File: config.mk
export PLATFORM = sky130hd
export DESIGN_NAME = core_interrupt_controller
export DESIGN_NICKNAME = d
export VERILOG_FILES = /design/src/hw/irq_ctrl_pkg.sv /design/src/hw/core_interrupt_controller.sv
export VERILOG_INCLUDE_DIRS = /design/src /design/src/hw
export SDC_FILE = /design/constraint.sdc
export NUM_CORES = 1
export LEC_CHECK = 0
export ABC_AREA = 0
export ABC_CLOCK_PERIOD_IN_PS = 3600
export BUFFER_PORTS_ARGS = -buffer_cell sky130_fd_sc_hd__buf_2
export CELL_PAD_IN_SITES_DETAIL_PLACEMENT = 1
export CELL_PAD_IN_SITES_GLOBAL_PLACEMENT = 1
export CORE_MARGIN = 2
export CORE_UTILIZATION = 46
export DETAILED_ROUTE_END_ITERATION = 10
export GPL_ROUTABILITY_DRIVEN = 0
export MAX_ROUTING_LAYER = met4
export PLACE_DENSITY_LB_ADDON = 0.08
export SETUP_SLACK_MARGIN = 0.5
export SLEW_MARGIN = 20
export SYNTH_ARGS = -nofsm -noshare
export SYNTH_HDL_FRONTEND = slang
export SYNTH_SLANG_ARGS = --single-unit
File: constraint.sdc
create_clock -name CLK_I -period 3.6 [get_ports CLK_I]
set_input_delay 0.18 -clock CLK_I [delete_from_list [all_inputs] [get_ports CLK_I]]
set_output_delay 0.18 -clock CLK_I [all_outputs]
set_load 0.02 [all_outputs]
File: src/hw/irq_ctrl_consts.svh
`ifndef IRQ_CTRL_CONSTS_SVH
`define IRQ_CTRL_CONSTS_SVH

// ----------------------------------------------------------------
// register offsets (8-bit index on the plain register port)
// ----------------------------------------------------------------
`define OFS_IRQ_CONTROL    8'h00
`define OFS_PERIPH_FLAG_A  8'h01
`define OFS_PERIPH_FLAG_B  8'h02
`define OFS_PERIPH_EN_A    8'h03
`define OFS_PERIPH_EN_B    8'h04
`define OFS_OPTION         8'h05
`define OFS_HOST_STATUS    8'h06
`define OFS_HOST_MASK      8'h07

// ----------------------------------------------------------------
// control register fields and the option register edge select bit
// ----------------------------------------------------------------
`define BIT_GLOBAL_EN      7
`define BIT_GROUP_EN       6
`define BIT_TMR_EN         5
`define BIT_EXT_EN         4
`define BIT_PCH_EN         3
`define BIT_TMR_FLAG       2
`define BIT_EXT_FLAG       1
`define BIT_PCH_FLAG       0
`define BIT_EDGE_SEL       6

// ----------------------------------------------------------------
// reset values, vector, timer maximum and peripheral count
// ----------------------------------------------------------------
`define RST_CONTROL        8'h00
`define RST_OPTION         8'hFF
`define RST_PERIPH         8'h00
`define VEC_ADDR           13'h0004
`define TMR_MAX            8'hFF
`define NUM_PERIPH         9

`endif

File: src/hw/irq_ctrl_pkg.sv
package irq_ctrl_pkg;
  typedef enum logic [1:0] {
    ST_RUN   = 2'b00,
    ST_SLEEP = 2'b01,
    ST_WAKE  = 2'b11
  } cpu_state_e;

  typedef logic [7:0] byte_t;

  typedef struct packed {
    byte_t      ctrl;
    byte_t      pfa;
    byte_t      pfb;
    byte_t      pea;
    byte_t      peb;
    byte_t      opt;
    logic [2:0] hsts;
    logic [2:0] hmask;
    logic [1:0] ext_s;
    logic       ext_last;
    logic [3:0] port_s0;
    logic [3:0] port_s1;
    logic [3:0] port_last;
    byte_t      tmr_last;
    logic       tmr_valid;
    cpu_state_e st;
    logic       vec_req;
    logic       wake;
    logic       irq;
    byte_t      rdata;
  } ctrl_state_s;
endpackage : irq_ctrl_pkg

File: src/hw/core_interrupt_controller.sv
// Notes on behaviour
// - flags set on their event regardless of any enable bit
// - up to twelve sources, each with own flag and enable
// - global enable bit 7 passes unmasked interrupts, blocks all when clear
// - enabled pending source with global enable set vectors at once
// - every reset clears the global enable
// - on response clear global enable, push return, jump to 0004h
// - return-from-interrupt instruction sets global enable again
// - peripheral flags/enables in two register pairs, gated by group enable
// - pin and port-change latency three or four instruction cycles
// - pin edge selected by option bit 6, sets external flag bit 1
// - external interrupt masked by its enable at control bit 4
// - external interrupt wakes from sleep if enabled, global enable picks branch
// - timer rollover FFh to 00h sets flag bit 2, enable bit 5
// - upper port nibble change sets flag bit 0 with its own enable
// - hardware saves only the return program counter
// - wake with global enable set loads vector 0004h, else next instruction
// - wake-up by enabled source happens whatever the global enable
`timescale 1ns/10ps
`include "irq_ctrl_consts.svh"

module core_interrupt_controller (
  input  wire logic                 CLK_I,
  input  wire logic                 NRST_I,
  input  wire logic [7:0]           ADDR_I,
  input  wire logic [7:0]           WDATA_I,
  input  wire logic                 WR_I,
  input  wire logic                 RD_I,
  output logic      [7:0]           RDATA_O,
  input  wire logic                 EXT_IRQ_PIN_I,
  input  wire logic [3:0]           UPPER_NIBBLE_PORT_I,
  input  wire logic [7:0]           BASIC_TIMER_COUNT_I,
  input  wire logic [`NUM_PERIPH-1:0] PERIPH_EVENT_I,
  input  wire logic                 RETURN_FROM_IRQ_INSTR_I,
  input  wire logic                 VEC_ACK_I,
  input  wire logic                 SLEEP_INSTR_I,
  output logic                      VEC_REQ_O,
  output logic      [12:0]          VEC_ADDR_O,
  output logic                      PUSH_RETURN_O,
  output logic                      WAKE_O,
  output logic                      SLEEPING_O,
  output logic                      IRQ_O
);
  import irq_ctrl_pkg::*;

  ctrl_state_s s_q;
  ctrl_state_s s_d;

  // ----------------------------------------------------------------
  // next-state logic
  // ----------------------------------------------------------------
  always_comb begin
    logic       ext_edge;
    logic       port_chg;
    logic       tmr_ovf;
    logic       core_pend;
    logic       per_pend;
    logic       any_pend;
    logic [7:0] pev_a;
    logic [7:0] pev_b;
    logic [2:0] hev;
    s_d       = s_q;
    ext_edge  = 1'b0;
    port_chg  = 1'b0;
    tmr_ovf   = 1'b0;
    core_pend = 1'b0;
    per_pend  = 1'b0;
    any_pend  = 1'b0;
    pev_a     = PERIPH_EVENT_I[7:0];
    pev_b     = {7'h00, PERIPH_EVENT_I[8]};
    hev       = 3'b000;

    // pin and port pass two flops; edge logic reads the second stage and its delayed copy
    s_d.ext_s    = {s_q.ext_s[0], EXT_IRQ_PIN_I};
    s_d.ext_last = s_q.ext_s[1];
    s_d.port_s0  = UPPER_NIBBLE_PORT_I;
    s_d.port_s1  = s_q.port_s0;
    s_d.port_last = s_q.port_s1;

    // edge polarity from option bit: the three-stage path gives 3-4 cycles
    if (s_q.opt[`BIT_EDGE_SEL]) begin
      ext_edge = s_q.ext_s[1] & ~s_q.ext_last;
    end else begin
      ext_edge = ~s_q.ext_s[1] & s_q.ext_last;
    end
    port_chg = |(s_q.port_s1 ^ s_q.port_last);

    // timer is on-chip logic, no sync; first sample after reset is ignored
    s_d.tmr_last  = BASIC_TIMER_COUNT_I;
    s_d.tmr_valid = 1'b1;
    tmr_ovf = s_q.tmr_valid & (s_q.tmr_last == `TMR_MAX) &
              (BASIC_TIMER_COUNT_I == 8'h00);

    // software writes first, so hardware events below win over a clear
    if (WR_I) begin
      unique case (ADDR_I)
        `OFS_IRQ_CONTROL:   s_d.ctrl = WDATA_I;
        `OFS_PERIPH_FLAG_A: s_d.pfa  = WDATA_I;
        `OFS_PERIPH_FLAG_B: s_d.pfb  = WDATA_I;
        `OFS_PERIPH_EN_A:   s_d.pea  = WDATA_I;
        `OFS_PERIPH_EN_B:   s_d.peb  = WDATA_I;
        `OFS_OPTION:        s_d.opt  = WDATA_I;
        `OFS_HOST_STATUS:   s_d.hsts = s_q.hsts & ~WDATA_I[2:0];
        `OFS_HOST_MASK:     s_d.hmask = WDATA_I[2:0];
        default: ;
      endcase
    end

    // flags set whatever the enables; set beats a same-cycle clear
    if (ext_edge) s_d.ctrl[`BIT_EXT_FLAG] = 1'b1;
    if (tmr_ovf)  s_d.ctrl[`BIT_TMR_FLAG] = 1'b1;
    if (port_chg) s_d.ctrl[`BIT_PCH_FLAG] = 1'b1;
    s_d.pfa = s_d.pfa | pev_a;
    s_d.pfb = s_d.pfb | pev_b;

    // pending terms use next-state values so a freshly written enable counts
    core_pend = (s_d.ctrl[`BIT_EXT_FLAG] & s_d.ctrl[`BIT_EXT_EN]) |
                (s_d.ctrl[`BIT_TMR_FLAG] & s_d.ctrl[`BIT_TMR_EN]) |
                (s_d.ctrl[`BIT_PCH_FLAG] & s_d.ctrl[`BIT_PCH_EN]);
    per_pend  = s_d.ctrl[`BIT_GROUP_EN] &
                (|((s_d.pfa & s_d.pea) | (s_d.pfb & s_d.peb)));
    any_pend  = core_pend | per_pend;

    // return re-arms the global enable
    if (RETURN_FROM_IRQ_INSTR_I) begin
      s_d.ctrl[`BIT_GLOBAL_EN] = 1'b1;
    end

    // sleep and wake sequencing
    s_d.wake = 1'b0;
    unique case (s_q.st)
      ST_RUN: begin
        if (SLEEP_INSTR_I & ~any_pend) begin
          s_d.st = ST_SLEEP;
        end
      end
      ST_SLEEP: begin
        if (any_pend) begin
          s_d.st   = ST_WAKE;
          s_d.wake = 1'b1;
        end
      end
      ST_WAKE: begin
        // one instruction after sleep runs before any branch
        s_d.st = ST_RUN;
      end
      // unused code 2'b10: fall back to run rather than lock up
      default: begin
        s_d.st = ST_RUN;
      end
    endcase

    // vector request out of run or wake, never from sleep, gated by global enable
    s_d.vec_req = s_d.ctrl[`BIT_GLOBAL_EN] & any_pend & (s_q.st != ST_SLEEP);

    // acknowledge: drop the global enable so no nested entry
    if (VEC_ACK_I & s_q.vec_req) begin
      s_d.ctrl[`BIT_GLOBAL_EN] = 1'b0;
      s_d.vec_req        = 1'b0;
    end

    // host-side sticky events: vector taken, wake, peripheral pending
    hev[0] = VEC_ACK_I & s_q.vec_req;
    hev[1] = s_d.wake;
    hev[2] = per_pend;
    s_d.hsts = s_d.hsts | hev;
    s_d.irq  = |(s_d.hsts & s_d.hmask);

    // read data one cycle after the strobe, zero otherwise
    s_d.rdata = 8'h00;
    if (RD_I) begin
      unique case (ADDR_I)
        `OFS_IRQ_CONTROL:   s_d.rdata = s_q.ctrl;
        `OFS_PERIPH_FLAG_A: s_d.rdata = s_q.pfa;
        `OFS_PERIPH_FLAG_B: s_d.rdata = s_q.pfb;
        `OFS_PERIPH_EN_A:   s_d.rdata = s_q.pea;
        `OFS_PERIPH_EN_B:   s_d.rdata = s_q.peb;
        `OFS_OPTION:        s_d.rdata = s_q.opt;
        `OFS_HOST_STATUS:   s_d.rdata = {5'h00, s_q.hsts};
        `OFS_HOST_MASK:     s_d.rdata = {5'h00, s_q.hmask};
        default:            s_d.rdata = 8'h00;
      endcase
    end
  end

  // ----------------------------------------------------------------
  // state register
  // ----------------------------------------------------------------
  always_ff @(posedge CLK_I) begin
    if (!NRST_I) begin
      s_q           <= '0;
      s_q.ctrl      <= `RST_CONTROL;
      s_q.opt       <= `RST_OPTION;
      s_q.pfa       <= `RST_PERIPH;
      s_q.pfb       <= `RST_PERIPH;
      s_q.pea       <= `RST_PERIPH;
      s_q.peb       <= `RST_PERIPH;
      s_q.st        <= ST_RUN;
    end else begin
      s_q <= s_d;
    end
  end

  // ----------------------------------------------------------------
  // outputs, all from flops except the constant vector address and the sleep-state decode
  // ----------------------------------------------------------------
  assign RDATA_O       = s_q.rdata;
  assign VEC_REQ_O     = s_q.vec_req;
  assign VEC_ADDR_O    = `VEC_ADDR;
  assign PUSH_RETURN_O = s_q.vec_req; // only return PC is saved
  assign WAKE_O        = s_q.wake;
  assign SLEEPING_O    = (s_q.st == ST_SLEEP);
  assign IRQ_O         = s_q.irq;

endmodule : core_interrupt_controller

; ---- Yosys cells after proc, flatten, opt, wreduce, memory -nomap -nowiden
; Cells that the tools add are included.
[word_totals]
regBits = 91
in_bits = 45
elab_cells = 95
[classes]
eq_ne = 12
n_mux = 23
n_bitwise = 29
reduce_logical = 10
[ops]
columns = op, n
row1 = 8-bit one-hot mux with 8 select lines, 1
row2 = 8-bit 2-to-1 mux, 7
row3 = 54-bit 2-to-1 mux, 1
row4 = 8-bit by 3-bit equality test with 1-bit output (second input constant), 4
row5 = 8-bit AND, 2
row6 = 8-bit by 2-bit equality test with 1-bit output (second input constant), 2
row7 = 8-bit logical NOT, 2
row8 = 8-bit OR, 2
row9 = 14-bit 2-to-1 mux, 1
row10 = 1-bit AND, 12
row11 = 8-bit by 1-bit equality test with 1-bit output (second input constant), 1
row12 = 8-bit equality test (second input constant), 1
row13 = 1-bit 2-to-1 mux, 8
row14 = 8-bit by 1-bit OR with 8-bit output, 1
row15 = 8-bit OR reduction, 1
row16 = 3-bit AND, 2
row17 = 3-bit 2-to-1 mux, 2
row18 = 2-bit AND reduction, 3
row19 = 2-bit 2-to-1 mux, 2
row20 = 2-bit by 1-bit inequality test with 1-bit output (second input constant), 2
row21 = 1-bit inverter, 4
row22 = 2-bit one-hot mux with 2 select lines, 1
row23 = 4-bit OR reduction, 1
row24 = 4-bit XOR, 1
row25 = other kinds (8), 10

; ---- Longest topological paths before layout
[logic_depth]
depth_word = 16
depth_mapped = 9

; ---- Worst setup path after synthesis
; Ideal clock, no wire load.
[synth_path]
path_kind = in2reg
start = in ADDR_I[3]
end = reg s_q[11] (netlist bit)
setup_time_ps = 125
arrival_ps = 2123
t_required_ps = 3475
path_slack_ps = 1352
path_stages = 8
n_path_buf = 2
cell_sequence = or4_4 -> buf_6 -> or3_4 -> buf_6 -> a32o_1 -> a211o_1 -> nand4bb_1 -> nand3_1
[synth_between]
elab_chain_len = 13
[synth_lines]
columns = item, line
row1 = "start, declared", core_interrupt_controller.sv:25  ; input wire logic [7:0] ADDR_I,
row2 = 8-bit by 1-bit equality test with 1-bit output / 8-bit by 2-bit equality test with 1-bit output (equally long branches), core_interrupt_controller.sv:96  ; unique case (ADDR_I)
row3 = 8-bit 2-to-1 mux, core_interrupt_controller.sv:96
row4 = 54-bit 2-to-1 mux *, core_interrupt_controller.sv:95  ; if (WR_I) begin
row5 = 8-bit OR / 8-bit by 1-bit OR with 8-bit output (equally long branches), "core_interrupt_controller.sv:113, core_interrupt_controller.sv:114"
row6 = 8-bit AND, core_interrupt_controller.sv:121  ; (|((s_d.pfa & s_d.pea) | (s_d.pfb & s_d.peb)));
row7 = 8-bit OR, core_interrupt_controller.sv:121
row8 = 8-bit OR reduction, core_interrupt_controller.sv:121
row9 = 1-bit AND, core_interrupt_controller.sv:120  ; per_pend = s_d.ctrl[`BIT_GROUP_EN] &
row10 = 1-bit OR *, core_interrupt_controller.sv:122  ; any_pend = core_pend | per_pend;
row11 = 1-bit inverter, core_interrupt_controller.sv:133  ; if (SLEEP_INSTR_I & ~any_pend) begin
row12 = 1-bit AND, core_interrupt_controller.sv:133
row13 = 2-bit inequality test (no line), -
row14 = 2-bit AND reduction (no line) *, -
row15 = "end, declared", core_interrupt_controller.sv:46  ; ctrl_state_s s_q;
; Every way passes the cells marked *; elsewhere a longest branch is shown, timed or not.
; A chain may end at the register's enable or synchronous reset.

; ---- Final worst setup path
[layout_path]
start = in ADDR_I[3]
end = reg s_q, in the netlist IRQ_O
[layout_between]
elab_chain_len = 14
[layout_lines]
columns = item, line
row1 = 8-bit by 1-bit equality test with 1-bit output / 8-bit by 2-bit equality test with 1-bit output (equally long branches), core_interrupt_controller.sv:96
row2 = 8-bit 2-to-1 mux, core_interrupt_controller.sv:96
row3 = 54-bit 2-to-1 mux *, core_interrupt_controller.sv:95
row4 = 8-bit OR / 8-bit by 1-bit OR with 8-bit output (equally long branches), "core_interrupt_controller.sv:113, core_interrupt_controller.sv:114"
row5 = 8-bit AND, core_interrupt_controller.sv:121
row6 = 8-bit OR, core_interrupt_controller.sv:121
row7 = 8-bit OR reduction, core_interrupt_controller.sv:121
row8 = 1-bit AND, core_interrupt_controller.sv:120
row9 = 1-bit OR, core_interrupt_controller.sv:122
row10 = 1-bit 2-to-1 mux, core_interrupt_controller.sv:138  ; if (any_pend) begin
row11 = 1-bit 2-to-1 mux, core_interrupt_controller.sv:131  ; unique case (s_q.st)
row12 = 3-bit OR, core_interrupt_controller.sv:166  ; s_d.hsts = s_d.hsts | hev;
row13 = 3-bit AND *, core_interrupt_controller.sv:167  ; s_d.irq = |(s_d.hsts & s_d.hmask);
row14 = 3-bit OR reduction *, core_interrupt_controller.sv:167
; Marks and branches as above.

==> metrics <==
largest family of logic cells by synthesized area simple AND/OR/NAND/NOR gates; I/O pin count 71; status finished, final reports clean; Setup TNS 0 ps; Root Driver clkbuf_8; async set or reset register ratio after synthesis 0%; hold endpoint s_d[27]$_SDFF_PN0_; Max Buffers Root-to-Sink 2; Synth Area in XOR/XNOR 0.773%; Setup Slack @ Placement 952 ps; Fillers 1171; met2 WL post-DR 6300 um; final setup margin 1320 ps; Sink Count 91; Avg Cell Area, Syn a little under 9 um^2; largest net degree at the start of global routing 64; Worst-path clk slew 90 ps; critical path buffer and inverter count 1; fin cells 686; gr usage total between 20% and 30%; synth warn 0; area leader, netlist dfxtp_1; Area growth syn-to-layout 10.6%; ANT cells 0; most area-consuming cells after synthesis dfxtp_1 40%, mux2i_1 7.7%, nand2_1 4.6%, nor2b_1 4.0%, buf_4 3.6%; clock skew 8.73 ps; H-Tree Depth 3; min cycle time layout approximately 2300 ps; Syn Inst Count 517; Syn Std Cell Area 4530 um^2; R2R Setup Slk 1610 ps; Yosys top cell area share 40.2%; critical path class in2reg; Detail Placement HPWL 9840 um; EDFF count, synth 0; die area 10700 um^2; grt ovf 0; CP delay by family, top simple AND/OR/NAND/NOR gates; Die Span Y around 100 um; Max Freq 0.438 GHz; commonest non-fill, non-tap cell in the layout dfxtp_1; Peak VDD IR 0.260 mV; post-synthesis adder-cell area fraction 0%; Max Cap Viol 0; leakage 0.00205 uW; worst-path fanout max 17; WHS Path Cells 2; Compound-Gate Fraction of Synth Area approximately 16%; Die W between 100 and 150 um; Final Max Tran Viols 0; Post-Synth Simple-Gate Area 24.1%; Multi-input gate area approximately 2400 um^2; # setup viols final 0; first-pass GRT wire length between 20000 and 25000 um; Power Dens Cells 410 nW/um^2; DR vias a little under 4k; Final Hold Fails 0; Nets 595; setup repair bufs after CTS 0; Worst-Margin Slew between 700 and 800 ps; FF-to-FF Start s_q[49]$_SDFFE_PN1P_; worst skew pair latency 370 ps; CTS buffer count 9; post-synthesis register bit count 91; DRC Markers 0; Initial Utilization a little under half; worst min-delay path class in2reg; part of the cycle the worst path needs 63.4%; Initial DRT Pass Iterations 5; placed insts 671; CP max stage delay 660 ps; DR top layer met4; site row count 36; Initial DRC Count around 210; vias per inst 5.73; reg2reg end s_q[11]$_SDFFE_PN0P_; Register-to-Register Path Depth 7; register area share after synthesis 40.2%; min-delay src UPPER_NIBBLE_PORT_I[1]; CP max-delay cell or4_4; Metal-1 WL 6250 um; library cells used by synthesis 68; Antenna Nets Post-Route 0; worst hold slack 6.48 ps; mux share of post-synthesis cell area 11.2%; initial antenna violation count 0; Worst EP arrival between 2000 and 3000 ps; Slew headroom 48.1%; crit path capture type flip-flop; IO buf count between 50 and 60; crit path cell chain buf_2, or4_4, or3_4, mux2i_1, a21boi_1, nand2_1, a311oi_1, o21ai_1; register area 1820 um^2; Post-Route WL 13500 um; Startpoint Class input pin; required time worst endpoint 3840 ps; RSZ-0062 raised after global routing false; core box area between 9000 and 10000 um^2; dominant synthesized flop cell dfxtp_1; TritonCTS clock tree yes; share of post-route cells with drive strength above 1 17.5%; Avg WL per Cell 19.7 um; metal3 WL 647 um; most frequent cells in the layout 91 x dfxtp_1, 57 x buf_2, 55 x nand2_1; vias in the first global route 3864
through the flow:
stage	util (%)	area, um^2	power, uW
after global routing	51.7	5010	2130
final	51.7	5010	2060
after floorplan	-	4570	1190
after detailed placement	49.2	4760	1240
after CTS	51.6	5000	2070
after global placement	49.2	4760	1240
state kept, by name, indices dropped and copies added, names as in the netlist:
name	cells
RDATA_O	8
s_d	10
PUSH_RETURN_O	1
IRQ_O	1
WAKE_O	1
s_q	70
synthesized netlist by cell type, types with 5 or more instances:
library cell,number
and3b_1,6
a21oi_1,26
a22oi_1,6
nor2_1,25
nor2b_1,29
mux2_2,13
inv_1,7
o21a_1,10
buf_4,22
nor3_1,5
mux2i_1,35
a221oi_1,7
dfxtp_1,91
o21ai_0,22
nand2_1,55
and2_1,25
clkbuf_1,22
nand3_1,18
nand2b_1,7
or3_1,5
o22ai_1,6
layer usage:
metal  GRT usage, %  up-vias
li1               -     1856
met2           43.1      122
met4           8.30        0
met5              -        -
met1           36.1     1935
met3           4.64       19
worst reg2reg max path, cell delays in order (launching register included):
cell and delay, ps:
dfxtp_1 370, nor3b_1 400, or3_1 170, a21oi_1 80
a32o_1 250, a211o_1 390, nand4bb_1 130, nand3_1 80
logic make-up (layout without fill, tap and decap cells):
family                    count (synthesis)  after routing
AOI/OAI and AO/OA                       110            110
xor gates and xnor gates                  4              4
buffers and inverters                    59             84
DFF                                      91             91
muxes                                    49             49
other                                     2             13
and+or+nand+nor                         202            202
report_power, final:
part	internal [uW]	total (uW)	switching, uW
clock	475	833	358
sequential	1030	1050	15.6
combinational	66.1	177	111
repair_timing:
action,CTS,global route
hold endpoints to repair,0,1
hold buffers,0,1
gates resized for setup,0,0
worst max-delay path by stage:
stage                          endpoint  slack [ps]      start  depth (start not counted)
4_1_cts                IRQ_O$_SDFF_PN0_        1340  ADDR_I[3]                          8
2_1_floorplan      s_q[11]$_SDFFE_PN0P_        1350  ADDR_I[3]                          8
3_5_place_dp           IRQ_O$_SDFF_PN0_         950  ADDR_I[3]                          8
5_1_grt        PUSH_RETURN_O$_SDFF_PP0_        1240  ADDR_I[3]                          8
3_3_place_gp       s_q[11]$_SDFFE_PN0P_        1100  ADDR_I[1]                          8
6_report               IRQ_O$_SDFF_PN0_        1320  ADDR_I[3]                          8
final cells by class:
type	count	area share [%]
Sequential cell	91	36.4
Multi-Input combinational cell	378	48.4
Clock buffer	10	2.75
Tap cell	133	3.32
Clock inverter	4	1.97
Inverter	7	0.524
Timing Repair Buffer	63	6.64
No activity file was read; power rests on OpenSTA's default activity.
